<file path="config.mk">
export PLATFORM = sky130hd
export DESIGN_NAME = waveform_marker_generator
export DESIGN_NICKNAME = d
export VERILOG_FILES = /design/src/mwg_pkg.sv /design/src/edit_if.sv /design/src/mark_walker.sv /design/src/waveform_marker_generator.sv
export SDC_FILE = /design/constraint.sdc
export NUM_CORES = 1
export LEC_CHECK = 0
export BUFFER_PORTS_ARGS = -buffer_cell sky130_fd_sc_hd__buf_2
export CORE_MARGIN = 4
export CORE_UTILIZATION = 55
export DETAILED_ROUTE_END_ITERATION = 10
export PLACE_DENSITY = 0.85
export SLEW_MARGIN = 20
export SYNTH_ARGS = -nofsm -noshare
export SYNTH_HDL_FRONTEND = slang
export SYNTH_HIERARCHICAL = 1
export SYNTH_SLANG_ARGS = --single-unit
</file>
<file path="constraint.sdc">
create_clock -name ref_clk_i -period 8.91 [get_ports ref_clk_i]
set_input_delay 1.782 -clock ref_clk_i [delete_from_list [all_inputs] [get_ports ref_clk_i]]
set_output_delay 1.782 -clock ref_clk_i [all_outputs]
set_load 0.03 [all_outputs]
</file>
<file path="src/mwg_pkg.sv">
// Constants, register map and types shared by the waveform marker generator
package mwg_pkg;
	localparam int MK_N = 4;
	localparam int PT_W = 4;
	localparam int LEN_W = 5;
	localparam int NPTS = 16;
	localparam int W_N = 2;
	localparam int RT_W = 3;
	// ****************************************
	// Register byte addresses
	// ****************************************
	localparam logic [7:0] A_CTRL = 8'h00;
	localparam logic [7:0] A_START = 8'h04;
	localparam logic [7:0] A_END = 8'h08;
	localparam logic [7:0] A_SKIP = 8'h0C;
	localparam logic [7:0] A_POL = 8'h10;
	localparam logic [7:0] A_ROUTE = 8'h14;
	localparam logic [7:0] A_CMD = 8'h18;
	localparam logic [7:0] A_STAT = 8'h1C;
	localparam logic [7:0] A_LEN = 8'h20;
	// ****************************************
	// Field positions
	// ****************************************
	localparam int C_DUAL = 0;
	localparam int C_FMT_ON = 1;
	localparam int C_PLAY = 2;
	localparam int C_SEL = 4;
	localparam int C_EDIT_W = 8;
	localparam int C_PLAY_W = 9;
	localparam int K_FIRST = 0;
	localparam int K_CLEAR = 1;
	localparam int K_APPLY = 2;
	localparam int K_GEN = 3;
	localparam int R_BLANK = 0;
	localparam int R_HOLD = 4;
	localparam int R_ALT = 8;
	localparam int S_BUSY = 0;
	localparam int S_REJ = 1;
	localparam int S_MK = 4;
	localparam int S_POS = 8;
	// ****************************************
	// Reset values and codes
	// ****************************************
	localparam logic [MK_N-1:0] POL_RST = 4'hF;
	localparam logic [LEN_W-1:0] LEN_RST = 5'h10;
	localparam logic [LEN_W-1:0] LEN_MIN = 5'h01;
	localparam logic [MK_N-1:0] GEN_MASK = 4'h3;
	localparam logic [RT_W-1:0] RT_NONE = 3'h0;
	localparam logic [1:0] RESP_OK = 2'h0;
	localparam logic [1:0] RESP_SLVERR = 2'h2;
	typedef enum logic [1:0] {OP_FIRST = 2'h0, OP_CLEAR = 2'h1, OP_APPLY = 2'h2, OP_GEN = 2'h3} edit_op_e;
endpackage

</file>
<file path="src/edit_if.sv">
// Edit request and memory write path between register block and walker
`timescale 1ns/1ps
interface edit_if;
	logic start;
	mwg_pkg::edit_op_e op;
	logic [mwg_pkg::LEN_W-1:0] len;
	logic [mwg_pkg::PT_W-1:0] first_pt;
	logic [mwg_pkg::PT_W-1:0] last_pt;
	logic [mwg_pkg::PT_W-1:0] skip;
	logic busy;
	logic we;
	logic wbit;
	logic [mwg_pkg::PT_W-1:0] addr;
	modport ctl (output start, op, len, first_pt, last_pt, skip, input busy, we, wbit, addr);
	modport eng (input start, op, len, first_pt, last_pt, skip, output busy, we, wbit, addr);
endinterface

</file>
<file path="src/mark_walker.sv">
// Walks the points of one waveform and produces the new marker bit for each
`timescale 1ns/1ps
module mark_walker (
	// Clock and reset
	input wire logic ref_clk_i,
	input wire logic rst_b_i,
	// Edit channel
	edit_if.eng ed
);
	typedef enum logic [1:0] {S_IDLE = 2'b01, S_WALK = 2'b10} walk_st_e;
	walk_st_e st_q;
	walk_st_e st_d;
	mwg_pkg::edit_op_e op_q;
	logic [mwg_pkg::PT_W-1:0] addr_q;
	logic [mwg_pkg::PT_W-1:0] cnt_q;
	logic [mwg_pkg::PT_W-1:0] cnt_d;
	logic [mwg_pkg::PT_W-1:0] first_q;
	logic [mwg_pkg::PT_W-1:0] last_q;
	logic [mwg_pkg::PT_W-1:0] skip_q;
	logic [mwg_pkg::LEN_W-1:0] len_q;
	logic wbit;
	wire in_rng = (addr_q >= first_q) && (addr_q <= last_q);
	wire hit = in_rng && (cnt_q == '0);
	wire at_end = {1'b0, addr_q} == (len_q - mwg_pkg::LEN_MIN);
	wire walking = (st_q == S_WALK);
	assign ed.busy = walking;
	assign ed.we = walking;
	assign ed.addr = addr_q;
	assign ed.wbit = wbit;
	assign cnt_d = !in_rng ? '0 : (cnt_q == skip_q) ? '0 : cnt_q + 1'b1;
	always_comb
	begin
		unique case (op_q)
			mwg_pkg::OP_FIRST: wbit = (addr_q == '0);
			mwg_pkg::OP_CLEAR: wbit = 1'b0;
			mwg_pkg::OP_APPLY: wbit = hit;
			mwg_pkg::OP_GEN: wbit = (addr_q == '0);
		endcase
	end
	always_comb
	begin
		unique case (st_q)
			S_IDLE: st_d = ed.start ? S_WALK : S_IDLE;
			S_WALK: st_d = at_end ? S_IDLE : S_WALK;
			default: st_d = S_IDLE;
		endcase
	end
	always_ff @(posedge ref_clk_i or negedge rst_b_i)
	begin
		if (!rst_b_i)
		begin
			st_q <= S_IDLE;
			op_q <= mwg_pkg::OP_CLEAR;
			addr_q <= '0;
			cnt_q <= '0;
			first_q <= '0;
			last_q <= '0;
			skip_q <= '0;
			len_q <= mwg_pkg::LEN_RST;
		end
		else
		begin
			st_q <= st_d;
			addr_q <= walking ? addr_q + 1'b1 : '0;
			cnt_q <= walking ? cnt_d : '0;
			if (!walking && ed.start)
			begin
				op_q <= ed.op;
				first_q <= ed.first_pt;
				last_q <= ed.last_pt;
				skip_q <= ed.skip;
				len_q <= ed.len;
			end
		end
	end
	// ****************************************
	// Checks
	// ****************************************
	property p_first;
		@(posedge ref_clk_i) disable iff (!rst_b_i)
		walking && op_q == mwg_pkg::OP_FIRST |-> wbit == (addr_q == '0);
	endproperty
	a_first: assert property (p_first) else $error("first point edit marks wrong point");
	property p_clear;
		@(posedge ref_clk_i) disable iff (!rst_b_i)
		walking && op_q == mwg_pkg::OP_CLEAR |-> !wbit;
	endproperty
	a_clear: assert property (p_clear) else $error("clear edit left a marker");
	property p_range;
		@(posedge ref_clk_i) disable iff (!rst_b_i)
		walking && op_q == mwg_pkg::OP_APPLY && wbit |-> addr_q >= first_q && addr_q <= last_q;
	endproperty
	a_range: assert property (p_range) else $error("marker outside range");
	property p_skip;
		@(posedge ref_clk_i) disable iff (!rst_b_i)
		walking && op_q == mwg_pkg::OP_APPLY && wbit && skip_q != '0 && !at_end |=> !wbit;
	endproperty
	a_skip: assert property (p_skip) else $error("point after a marked point not skipped");
	property p_skip1;
		@(posedge ref_clk_i) disable iff (!rst_b_i)
		walking && op_q == mwg_pkg::OP_APPLY && skip_q == 4'h1 && wbit && !at_end |=> walking && !wbit ##1 (walking && in_rng) |-> wbit;
	endproperty
	a_skip1: assert property (p_skip1) else $error("skip of one is not every other point");
	c_apply: cover property (@(posedge ref_clk_i) disable iff (!rst_b_i) walking && op_q == mwg_pkg::OP_APPLY && at_end);
endmodule // mark_walker

</file>
<file path="src/waveform_marker_generator.sv">
// Four-marker waveform marker generator with AXI4-Lite register access
// Functional notes
// - each marker has its own polarity applied to its output
// - set-first-point marks only point zero for the selected marker
// - clear-all removes all points of the selected marker only
// - range marks start through end, both ends included
// - writing a bound that makes end below start sets end to start
// - skip N marks one point then leaves N points out, repeating
// - range and skip edits reach marker memory only on apply
// - each function routes from one marker or none; none after reset
// - one marker may drive several functions, others different ones
// - level-loop hold holds while routed marker low, releases when high
// - edits target marker one after reset
// - format mode refuses edits until the format is on
// - dual player mode edits any stored waveform
// - generating a waveform marks markers one and two on point zero
// - each marker drives its own numbered event output
// - alternate amplitude engages while routed marker low
// - rf blanking also asserts level-loop hold
`timescale 1ns/1ps
module waveform_marker_generator (
	// Clock and reset
	input wire logic ref_clk_i,
	input wire logic rst_b_i,
	// AXI4-Lite write
	input wire logic [7:0] s_axi_awaddr,
	input wire logic s_axi_awvalid,
	output logic s_axi_awready,
	input wire logic [31:0] s_axi_wdata,
	input wire logic [3:0] s_axi_wstrb,
	input wire logic s_axi_wvalid,
	output logic s_axi_wready,
	output logic [1:0] s_axi_bresp,
	output logic s_axi_bvalid,
	input wire logic s_axi_bready,
	// AXI4-Lite read
	input wire logic [7:0] s_axi_araddr,
	input wire logic s_axi_arvalid,
	output logic s_axi_arready,
	output logic [31:0] s_axi_rdata,
	output logic [1:0] s_axi_rresp,
	output logic s_axi_rvalid,
	input wire logic s_axi_rready,
	// Marker events and level functions
	output logic [mwg_pkg::MK_N-1:0] event_o,
	output logic rf_blank_o,
	output logic level_loop_hold_o,
	output logic alt_amp_o
);
	// ****************************************
	// State
	// ****************************************
	logic dual_q;
	logic fmt_on_q;
	logic play_q;
	logic [1:0] sel_q;
	logic edit_w_q;
	logic play_w_q;
	logic [mwg_pkg::PT_W-1:0] start_q;
	logic [mwg_pkg::PT_W-1:0] end_q;
	logic [mwg_pkg::PT_W-1:0] skip_q;
	logic [mwg_pkg::MK_N-1:0] pol_q;
	logic [mwg_pkg::RT_W-1:0] rt_blank_q;
	logic [mwg_pkg::RT_W-1:0] rt_hold_q;
	logic [mwg_pkg::RT_W-1:0] rt_alt_q;
	logic [mwg_pkg::LEN_W-1:0] len_q;
	logic rej_q;
	logic tgt_w_q;
	logic [mwg_pkg::MK_N-1:0] mask_q;
	logic [mwg_pkg::PT_W-1:0] pos_q;
	logic [mwg_pkg::MK_N-1:0] ev_q;
	logic blank_q;
	logic hold_q;
	logic alt_q;
	logic bvalid_q;
	logic [1:0] bresp_q;
	logic rvalid_q;
	logic [1:0] rresp_q;
	logic [31:0] rdata_q;
	logic [mwg_pkg::MK_N-1:0] mem_q [mwg_pkg::W_N][mwg_pkg::NPTS];
	edit_if ed ();
	mark_walker u_walker (
		.ref_clk_i(ref_clk_i),
		.rst_b_i(rst_b_i),
		.ed(ed)
	);
	// ****************************************
	// Helpers
	// ****************************************
	function automatic logic mapped(input logic [7:0] a);
		mapped = a == mwg_pkg::A_CTRL || a == mwg_pkg::A_START || a == mwg_pkg::A_END
			|| a == mwg_pkg::A_SKIP || a == mwg_pkg::A_POL || a == mwg_pkg::A_ROUTE
			|| a == mwg_pkg::A_CMD || a == mwg_pkg::A_STAT || a == mwg_pkg::A_LEN;
	endfunction
	function automatic logic [31:0] reg_word(input logic [7:0] a);
		logic [31:0] w;
		w = '0;
		unique case (a)
			mwg_pkg::A_CTRL:
			begin
				w[mwg_pkg::C_DUAL] = dual_q;
				w[mwg_pkg::C_FMT_ON] = fmt_on_q;
				w[mwg_pkg::C_PLAY] = play_q;
				w[mwg_pkg::C_SEL +: 2] = sel_q;
				w[mwg_pkg::C_EDIT_W] = edit_w_q;
				w[mwg_pkg::C_PLAY_W] = play_w_q;
			end
			mwg_pkg::A_START: w[mwg_pkg::PT_W-1:0] = start_q;
			mwg_pkg::A_END: w[mwg_pkg::PT_W-1:0] = end_q;
			mwg_pkg::A_SKIP: w[mwg_pkg::PT_W-1:0] = skip_q;
			mwg_pkg::A_POL: w[mwg_pkg::MK_N-1:0] = pol_q;
			mwg_pkg::A_ROUTE:
			begin
				w[mwg_pkg::R_BLANK +: mwg_pkg::RT_W] = rt_blank_q;
				w[mwg_pkg::R_HOLD +: mwg_pkg::RT_W] = rt_hold_q;
				w[mwg_pkg::R_ALT +: mwg_pkg::RT_W] = rt_alt_q;
			end
			mwg_pkg::A_STAT:
			begin
				w[mwg_pkg::S_BUSY] = ed.busy;
				w[mwg_pkg::S_REJ] = rej_q;
				w[mwg_pkg::S_MK +: mwg_pkg::MK_N] = ev_q;
				w[mwg_pkg::S_POS +: mwg_pkg::PT_W] = pos_q;
			end
			mwg_pkg::A_LEN: w[mwg_pkg::LEN_W-1:0] = len_q;
			default: w = '0;
		endcase
		reg_word = w;
	endfunction
	function automatic logic [31:0] merge(input logic [31:0] old, input logic [31:0] d, input logic [3:0] s);
		logic [31:0] m;
		m = old;
		for (int i = 0; i < 4; i++)
			if (s[i])
				m[i*8 +: 8] = d[i*8 +: 8];
		merge = m;
	endfunction
	// Routed function is active while its marker output is low
	function automatic logic routed_low(input logic [mwg_pkg::RT_W-1:0] rt, input logic [mwg_pkg::MK_N-1:0] mk);
		logic [1:0] idx;
		idx = 2'(rt - 3'h1);
		routed_low = (rt != mwg_pkg::RT_NONE) && !mk[idx];
	endfunction
	// ****************************************
	// Bus decode
	// ****************************************
	// Write address and data are taken together, so either may arrive first
	wire wr_go = s_axi_awvalid && s_axi_wvalid && !bvalid_q;
	wire rd_go = s_axi_arvalid && !rvalid_q;
	// Process form so that a change of any register read back re-merges the word
	logic [31:0] wnew;
	always_comb
		wnew = merge(reg_word(s_axi_awaddr), s_axi_wdata, s_axi_wstrb);
	wire wr_ctrl = wr_go && s_axi_awaddr == mwg_pkg::A_CTRL;
	wire wr_start = wr_go && s_axi_awaddr == mwg_pkg::A_START;
	wire wr_end = wr_go && s_axi_awaddr == mwg_pkg::A_END;
	wire wr_skip = wr_go && s_axi_awaddr == mwg_pkg::A_SKIP;
	wire wr_pol = wr_go && s_axi_awaddr == mwg_pkg::A_POL;
	wire wr_route = wr_go && s_axi_awaddr == mwg_pkg::A_ROUTE;
	wire wr_cmd = wr_go && s_axi_awaddr == mwg_pkg::A_CMD;
	wire wr_stat = wr_go && s_axi_awaddr == mwg_pkg::A_STAT;
	wire wr_len = wr_go && s_axi_awaddr == mwg_pkg::A_LEN;
	wire [mwg_pkg::PT_W-1:0] wpt = wnew[mwg_pkg::PT_W-1:0];
	wire [mwg_pkg::LEN_W-1:0] wlen = wnew[mwg_pkg::LEN_W-1:0];
	wire [mwg_pkg::LEN_W-1:0] wlen_ok = wlen > mwg_pkg::LEN_RST ? mwg_pkg::LEN_RST
		: wlen < mwg_pkg::LEN_MIN ? mwg_pkg::LEN_MIN : wlen;
	assign s_axi_awready = wr_go;
	assign s_axi_wready = wr_go;
	assign s_axi_arready = rd_go;
	assign s_axi_bvalid = bvalid_q;
	assign s_axi_bresp = bresp_q;
	assign s_axi_rvalid = rvalid_q;
	assign s_axi_rresp = rresp_q;
	assign s_axi_rdata = rdata_q;
	// ****************************************
	// Edit launch
	// ****************************************
	// Turning the format on in a control write that leaves dual player off generates the waveform
	wire fmt_rise = wr_ctrl && wnew[mwg_pkg::C_FMT_ON] && !fmt_on_q && !wnew[mwg_pkg::C_DUAL];
	wire cmd_any = wr_cmd && (wnew[mwg_pkg::K_FIRST] || wnew[mwg_pkg::K_CLEAR]
		|| wnew[mwg_pkg::K_APPLY] || wnew[mwg_pkg::K_GEN]);
	wire want = cmd_any || fmt_rise;
	wire allowed = dual_q || fmt_on_q || fmt_rise;
	wire launch = want && allowed && !ed.busy;
	wire refuse = want && !launch;
	mwg_pkg::edit_op_e op_sel;
	assign op_sel = fmt_rise ? mwg_pkg::OP_GEN
		: wnew[mwg_pkg::K_FIRST] ? mwg_pkg::OP_FIRST
		: wnew[mwg_pkg::K_CLEAR] ? mwg_pkg::OP_CLEAR
		: wnew[mwg_pkg::K_APPLY] ? mwg_pkg::OP_APPLY : mwg_pkg::OP_GEN;
	// dual player edits any stored waveform
	wire tgt_w = (dual_q && !fmt_rise) ? edit_w_q : 1'b0;
	// markers one and two on generation
	wire [mwg_pkg::MK_N-1:0] mask_d = op_sel == mwg_pkg::OP_GEN ? mwg_pkg::GEN_MASK
		: mwg_pkg::MK_N'(1) << sel_q;
	assign ed.start = launch;
	assign ed.op = op_sel;
	assign ed.len = len_q;
	assign ed.first_pt = start_q;
	assign ed.last_pt = end_q;
	assign ed.skip = skip_q;
	// ****************************************
	// Playback
	// ****************************************
	wire pos_end = {1'b0, pos_q} >= (len_q - mwg_pkg::LEN_MIN);
	wire [mwg_pkg::MK_N-1:0] raw = play_q ? mem_q[play_w_q][pos_q] : '0;
	wire [mwg_pkg::MK_N-1:0] mk_d = raw ^ ~pol_q;
	// each function decodes its own route
	wire blank_d = routed_low(rt_blank_q, mk_d);
	// hold while routed marker low or blanking
	wire hold_d = routed_low(rt_hold_q, mk_d) || blank_d;
	wire alt_d = routed_low(rt_alt_q, mk_d);
	assign event_o = ev_q;
	assign rf_blank_o = blank_q;
	assign level_loop_hold_o = hold_q;
	assign alt_amp_o = alt_q;
	// ****************************************
	// Registers
	// ****************************************
	always_ff @(posedge ref_clk_i or negedge rst_b_i)
	begin
		if (!rst_b_i)
		begin
			dual_q <= 1'b0;
			fmt_on_q <= 1'b0;
			play_q <= 1'b0;
			sel_q <= 2'h0;
			edit_w_q <= 1'b0;
			play_w_q <= 1'b0;
			pol_q <= mwg_pkg::POL_RST;
			len_q <= mwg_pkg::LEN_RST;
			skip_q <= '0;
			rt_blank_q <= mwg_pkg::RT_NONE;
			rt_hold_q <= mwg_pkg::RT_NONE;
			rt_alt_q <= mwg_pkg::RT_NONE;
		end
		else
		begin
			if (wr_ctrl)
			begin
				dual_q <= wnew[mwg_pkg::C_DUAL];
				fmt_on_q <= wnew[mwg_pkg::C_FMT_ON];
				play_q <= wnew[mwg_pkg::C_PLAY];
				sel_q <= wnew[mwg_pkg::C_SEL +: 2];
				edit_w_q <= wnew[mwg_pkg::C_EDIT_W];
				play_w_q <= wnew[mwg_pkg::C_PLAY_W];
			end
			if (wr_pol)
				pol_q <= wnew[mwg_pkg::MK_N-1:0];
			if (wr_len)
				len_q <= wlen_ok;
			if (wr_skip)
				skip_q <= wpt;
			if (wr_route)
			begin
				rt_blank_q <= wnew[mwg_pkg::R_BLANK +: mwg_pkg::RT_W];
				rt_hold_q <= wnew[mwg_pkg::R_HOLD +: mwg_pkg::RT_W];
				rt_alt_q <= wnew[mwg_pkg::R_ALT +: mwg_pkg::RT_W];
			end
		end
	end
	// end follows start when below it
	always_ff @(posedge ref_clk_i or negedge rst_b_i)
	begin
		if (!rst_b_i)
		begin
			start_q <= '0;
			end_q <= '0;
		end
		else if (wr_start)
		begin
			start_q <= wpt;
			end_q <= end_q < wpt ? wpt : end_q;
		end
		else if (wr_end)
			end_q <= wpt < start_q ? start_q : wpt;
	end
	// Refusal flag: a new refusal wins over a clear in the same cycle
	always_ff @(posedge ref_clk_i or negedge rst_b_i)
	begin
		if (!rst_b_i)
			rej_q <= 1'b0;
		else
			rej_q <= refuse || (rej_q && !(wr_stat && wnew[mwg_pkg::S_REJ]));
	end
	always_ff @(posedge ref_clk_i or negedge rst_b_i)
	begin
		if (!rst_b_i)
		begin
			tgt_w_q <= 1'b0;
			mask_q <= '0;
		end
		else if (launch)
		begin
			tgt_w_q <= tgt_w;
			mask_q <= mask_d;
		end
	end
	// memory changes only through the walker
	always_ff @(posedge ref_clk_i or negedge rst_b_i)
	begin
		if (!rst_b_i)
		begin
			for (int w = 0; w < mwg_pkg::W_N; w++)
				for (int p = 0; p < mwg_pkg::NPTS; p++)
					mem_q[w][p] <= '0;
		end
		else if (ed.we)
			mem_q[tgt_w_q][ed.addr] <= (mem_q[tgt_w_q][ed.addr] & ~mask_q) | (ed.wbit ? mask_q : '0);
	end
	always_ff @(posedge ref_clk_i or negedge rst_b_i)
	begin
		if (!rst_b_i)
		begin
			pos_q <= '0;
			ev_q <= mwg_pkg::POL_RST;
			blank_q <= 1'b0;
			hold_q <= 1'b0;
			alt_q <= 1'b0;
		end
		else
		begin
			pos_q <= (!play_q || pos_end) ? '0 : pos_q + 1'b1;
			ev_q <= mk_d;
			blank_q <= blank_d;
			hold_q <= hold_d;
			alt_q <= alt_d;
		end
	end
	always_ff @(posedge ref_clk_i or negedge rst_b_i)
	begin
		if (!rst_b_i)
		begin
			bvalid_q <= 1'b0;
			bresp_q <= mwg_pkg::RESP_OK;
			rvalid_q <= 1'b0;
			rresp_q <= mwg_pkg::RESP_OK;
			rdata_q <= '0;
		end
		else
		begin
			bvalid_q <= wr_go || (bvalid_q && !s_axi_bready);
			if (wr_go)
				bresp_q <= mapped(s_axi_awaddr) ? mwg_pkg::RESP_OK : mwg_pkg::RESP_SLVERR;
			rvalid_q <= rd_go || (rvalid_q && !s_axi_rready);
			if (rd_go)
			begin
				rdata_q <= reg_word(s_axi_araddr);
				rresp_q <= mapped(s_axi_araddr) ? mwg_pkg::RESP_OK : mwg_pkg::RESP_SLVERR;
			end
		end
	end
	// ****************************************
	// Checks
	// ****************************************
	property p_order;
		@(posedge ref_clk_i) disable iff (!rst_b_i)
		end_q >= start_q;
	endproperty
	a_order: assert property (p_order) else $error("range end below start");
	property p_pol;
		@(posedge ref_clk_i) disable iff (!rst_b_i)
		play_q && !wr_pol |=> event_o == ($past(raw) ^ ~pol_q);
	endproperty
	a_pol: assert property (p_pol) else $error("event output ignores polarity");
	property p_none;
		@(posedge ref_clk_i) disable iff (!rst_b_i)
		rt_alt_q == mwg_pkg::RT_NONE && !wr_route |=> !alt_amp_o;
	endproperty
	a_none: assert property (p_none) else $error("unrouted alternate amplitude engaged");
	property p_alt;
		@(posedge ref_clk_i) disable iff (!rst_b_i)
		rt_alt_q != mwg_pkg::RT_NONE && $stable(rt_alt_q) |-> alt_amp_o == !event_o[2'(rt_alt_q - 3'h1)];
	endproperty
	a_alt: assert property (p_alt) else $error("alternate amplitude not tied to low marker");
	property p_hold;
		@(posedge ref_clk_i) disable iff (!rst_b_i)
		rf_blank_o |-> level_loop_hold_o;
	endproperty
	a_hold: assert property (p_hold) else $error("blanking without level-loop hold");
	property p_reject;
		@(posedge ref_clk_i) disable iff (!rst_b_i)
		cmd_any && !dual_q && !fmt_on_q && !ed.busy |=> !ed.busy && rej_q;
	endproperty
	a_reject: assert property (p_reject) else $error("edit taken while format is off");
	property p_still;
		@(posedge ref_clk_i) disable iff (!rst_b_i)
		!ed.we |=> $stable(mem_q[0][0]) && $stable(mem_q[1][0]);
	endproperty
	a_still: assert property (p_still) else $error("marker memory changed without a walk");
	property p_gen;
		@(posedge ref_clk_i) disable iff (!rst_b_i)
		launch && fmt_rise |=> mask_q == mwg_pkg::GEN_MASK && ed.busy;
	endproperty
	a_gen: assert property (p_gen) else $error("generation does not target markers one and two");
	c_gen: cover property (@(posedge ref_clk_i) disable iff (!rst_b_i) launch && fmt_rise);
	c_alt: cover property (@(posedge ref_clk_i) disable iff (!rst_b_i) $rose(alt_amp_o));
	c_rej: cover property (@(posedge ref_clk_i) disable iff (!rst_b_i) refuse);
endmodule // waveform_marker_generator

</file>
==> flow_metrics.tcl <==
set metrics [dict create \
    vias 9676 \
    yosys_warnings 6 \
    cts_tree "yes" \
    yosys.area_share.xor_xnor_pct 1.34 \
    path_class "input port to flip-flop" \
    post_cts_buffers 0 \
    rsz0062_at_grt "no" \
    worstSetupStartpointType "input port" \
    end_kind "flip-flop" \
    fmax_mhz 196 \
    grt_pass1_vias 9600 \
    synth_area_leaders "dfrtp_1 41%, mux2_2 13%, mux4_2 9.6%" \
    finalHoldViolCount 0 \
    clkTransAtPathRegs_ns 0.06 \
    cp_num_buf_inv 2 \
    totalNegativeSetupSlack_ns 0 \
    drv_slew 0 \
    grt_usage_pct 24.7 \
    ys_seq_area_share_pct 43.5 \
    tightest_slew_ns 0.958 \
    postRouteAntennaNets 0 \
    routed_via_density 6.47 \
    final_cells 1496 \
    dp_hpwl_um 22000 \
    grt-ovfl-total 0 \
    cts-root-buf "clkbuf_16" \
    syn2layout_area_growth_pct 9.53 \
    dp.cells 1455 \
    cts_inserted_buffers 23 \
    fin_crit_ns 5.10 \
    synthAdderAreaFrac_pct 3.06 \
    synth_compound_area_share_pct 9.78 \
    relSlewSlack_pct 36.1 \
    cts_sinks 227 \
    antenna_found_initial 0 \
    crit_arrival_ns 5.49 \
    io_pins 107 \
    route.detailed.drc 0 \
    ctsResizeCount 0 \
    finalInstanceArea_mm2 0.0144 \
    port_buffers 60 \
    cts_htree_levels 1 \
    syn_area_mm2 0.0131 \
    gp_congestion 0.938 \
    dieArea_mm2 0.0264 \
    drt_iter0_markers 961 \
    fill_cells 1784 \
    status "finished, final reports clean" \
    yosys.area.top_type "dfrtp_1" \
    place_area_mm2 0.0136 \
    placementRows 56 \
    fin_crit_sh_pct 57.2 \
    synth_mux_area_share_pct 27.1 \
    synth-edff-count 0 \
    synthArstFlopShare_pct 100 \
    power.leakage_nw 6.34 \
    crit_family "simple AND/OR/NAND/NOR gates" \
    synth_top_family_by_area "multiplexers" \
    antennaDiodeCount 0 \
    yosysUniqueCellTypes 78 \
    cp_slowest_cell "nor3b_1" \
    dr.pass1.iters 7 \
    grt_pass1_wl_um 52300 \
    skew_ns 0.0176 \
    ctsHoldBuffers 0 \
    finalNetCount 1252 \
    coreArea_mm2 0.0235 \
    setup_violations 0 \
    clkLatencyLatePin_ns 0.52 \
    worstPathRequired_ns 9.31 \
    wl_um 32700 \
    synth-seq-cells 227 \
    drive_above_1_share_pct 30.2 \
    syn_inst 1126 \
    ir_worst_vdd_uv 144 \
    maxCapViolations 0 \
    die_x_um 162 \
    critPathMaxFanout 30 \
    power_density_mw_per_mm2 150 \
    fp.dieH_um 162 \
    cpPeakStageDelay_ns 0.67 \
    grt_max_degree 88 \
    crit_chain "buf_2 > or4_1 > nor3b_1 > nand2_1 > o41ai_2 > nor2b_1 > inv_1 > nor2_4 > mux2_2" \
    start_util_pct 55.8 \
    syn_avg_cell_area_um2 11.6 \
    yosys.area_share.simple_pct 10.3 \
    wl_per_cell_um 21.9 \
    min_path_type "flip-flop to flip-flop" \
    ys.flop_type "dfrtp_1" \
    synth_top_area_share_pct 41.1 \
    cts.path.max_buffers 3 \
]
## per-stage QoR
| step | hold WS [ns] | total power [mW] | util [%] | worst slack (ns) |
|---|---|---|---|---|
| final | 0.469 | 2.15 | 61.1 | 3.81 |
| after global placement | 0.446 | 1.20 | 57.8 | 3.18 |
| after detailed placement | 0.452 | 1.21 | 57.8 | 3.10 |
| after CTS | 0.473 | 2.16 | 61.0 | 3.59 |
| after floorplan | 0.475 | 1.16 | - | 4.20 |
| after global routing | 0.504 | 2.22 | 61.1 | 3.57 |
## routing by layer
layer | global-route usage, % | wire (µm) | vias to the layer above
li1 | - | - | 4213
met1 | 33.9 | 13100 | 4850
met2 | 40.3 | 15900 | 507
met3 | 4.33 | 2550 | 106
met4 | 8.11 | 1210 | 0
met5 | 0 | 0 | -
## synth_stat cells (5+ instances only)
cell	number
nand2_1	87
mux2_2	157
buf_2	13
nor3_1	16
nor2_1	60
xnor2_1	12
mux2i_1	42
a21oi_1	17
nand2b_1	9
a221oi_1	7
a22o_1	10
clkbuf_1	38
dfrtp_1	215
o22ai_1	6
o221ai_1	5
dfstp_2	12
o21ai_0	53
and2_1	9
mux4_2	56
o31ai_1	7
nand4_1	8
a22oi_1	13
nor4_1	12
a31oi_1	13
nand3_1	22
ha_1	32
xor2_1	8
buf_4	28
and3_1	8
inv_1	55
nor2b_1	14
## final timing paths
path	from	to	slack, ns	depth (start not counted)
worst max-delay path	s_axi_awaddr[1]	u_walker/skip_q[2]$_DFFE_PN0P_	3.81	9
worst max register to register	play_q$_DFFE_PN0P_	ed.last_pt[2]$_DFFE_PN0P_	5.30	12
worst min-delay path	s_axi_rresp[1]$_DFFE_PN0P_	s_axi_rresp[1]$_DFFE_PN0P_	0.47	2
max in group asynchronous	rst_b_i	play_w_q$_DFFE_PN0P_	6.34	2
min in group asynchronous	rst_b_i	u_walker/cnt_q[0]$_DFF_PN0_	1.25	1
worst min register to register	s_axi_rresp[1]$_DFFE_PN0P_	s_axi_rresp[1]$_DFFE_PN0P_	0.47	2
## worst reg2reg max path, delay by kind of cell, from the launching register on
family	cells	cell delay, ns
AOI/OAI and AO/OA	4	1.34
muxes	3	0.89
DFF	1	0.49
and+or+nand+nor	3	0.46
adders and majority gates	1	0.21
buffers and inverters	1	0.11
## placed cells by master (no fill, tap or decap), types with 8 or more instances in the layout
master     synthesis  routed
and2_1             9       9
xor2_1             8       8
clkbuf_16          0      23
nand2b_1           9       9
nor2_1            60      59
buf_4             28      10
a31oi_1           13      13
dfstp_2           12      12
nor3_1            16      16
mux4_2            56      56
nor4_1            12      11
and3_1             8       8
dfrtp_1          215     213
nand4_1            8       8
buf_2             13      59
nor2b_1           14      14
inv_1             55      55
o21ai_0           53      49
xnor2_1           12      12
nand2_1           87      87
nand3_1           22      22
mux2i_1           42      42
ha_1              32      32
a21oi_1           17      17
conb_1             1      22
a22oi_1           13      13
mux2_2           157     157
a22o_1            10      10
## power breakdown
group | internal [mW] | switching [mW] | total [mW]
registers | 1.04 | 0.00876 | 1.05
clock network | 0.564 | 0.396 | 0.960
logic | 0.0356 | 0.101 | 0.136
total | 1.64 | 0.506 | 2.15
## final cells by class
class	instances	area [µm²]	share of cell area, %
inverter	56	210	1.46
tap	319	399	2.78
clock buffer	37	698	4.87
multi-input combinational	782	6900	48.1
timing repair buffer	71	397	2.76
clock inverter	4	51.3	0.357
sequential	227	5700	39.7
## sequential cells by signal, indices dropped and copies added, names as in the netlist, 4 cells and up
| name | count |
|---|---|
| ed.first_pt | 4 |
| ed.last_pt | 4 |
| ed.len | 5 |
| ed.skip | 4 |
| event_o | 4 |
| mask_q | 4 |
| mem_q | 128 |
| pol_q | 4 |
| pos_q | 4 |
| s_axi_rdata | 12 |
| u_walker/cnt_q | 4 |
| u_walker/ed.addr | 4 |
| u_walker/first_q | 4 |
| u_walker/last_q | 4 |
| u_walker/len_q | 5 |
| u_walker/skip_q | 4 |
## logic make-up (layout without fill, tap and decap cells)
group	count (synthesis)	in the layout
adder cells (fa/ha/maj)	32	32
buffers and inverters	138	168
XOR/XNOR	20	20
AO/OA/AOI/OAI	180	180
other	1	22
flip-flops	227	227
AND/OR/NAND/NOR	269	269
multiplexers	259	259
(Power assumes the default switching activity.)
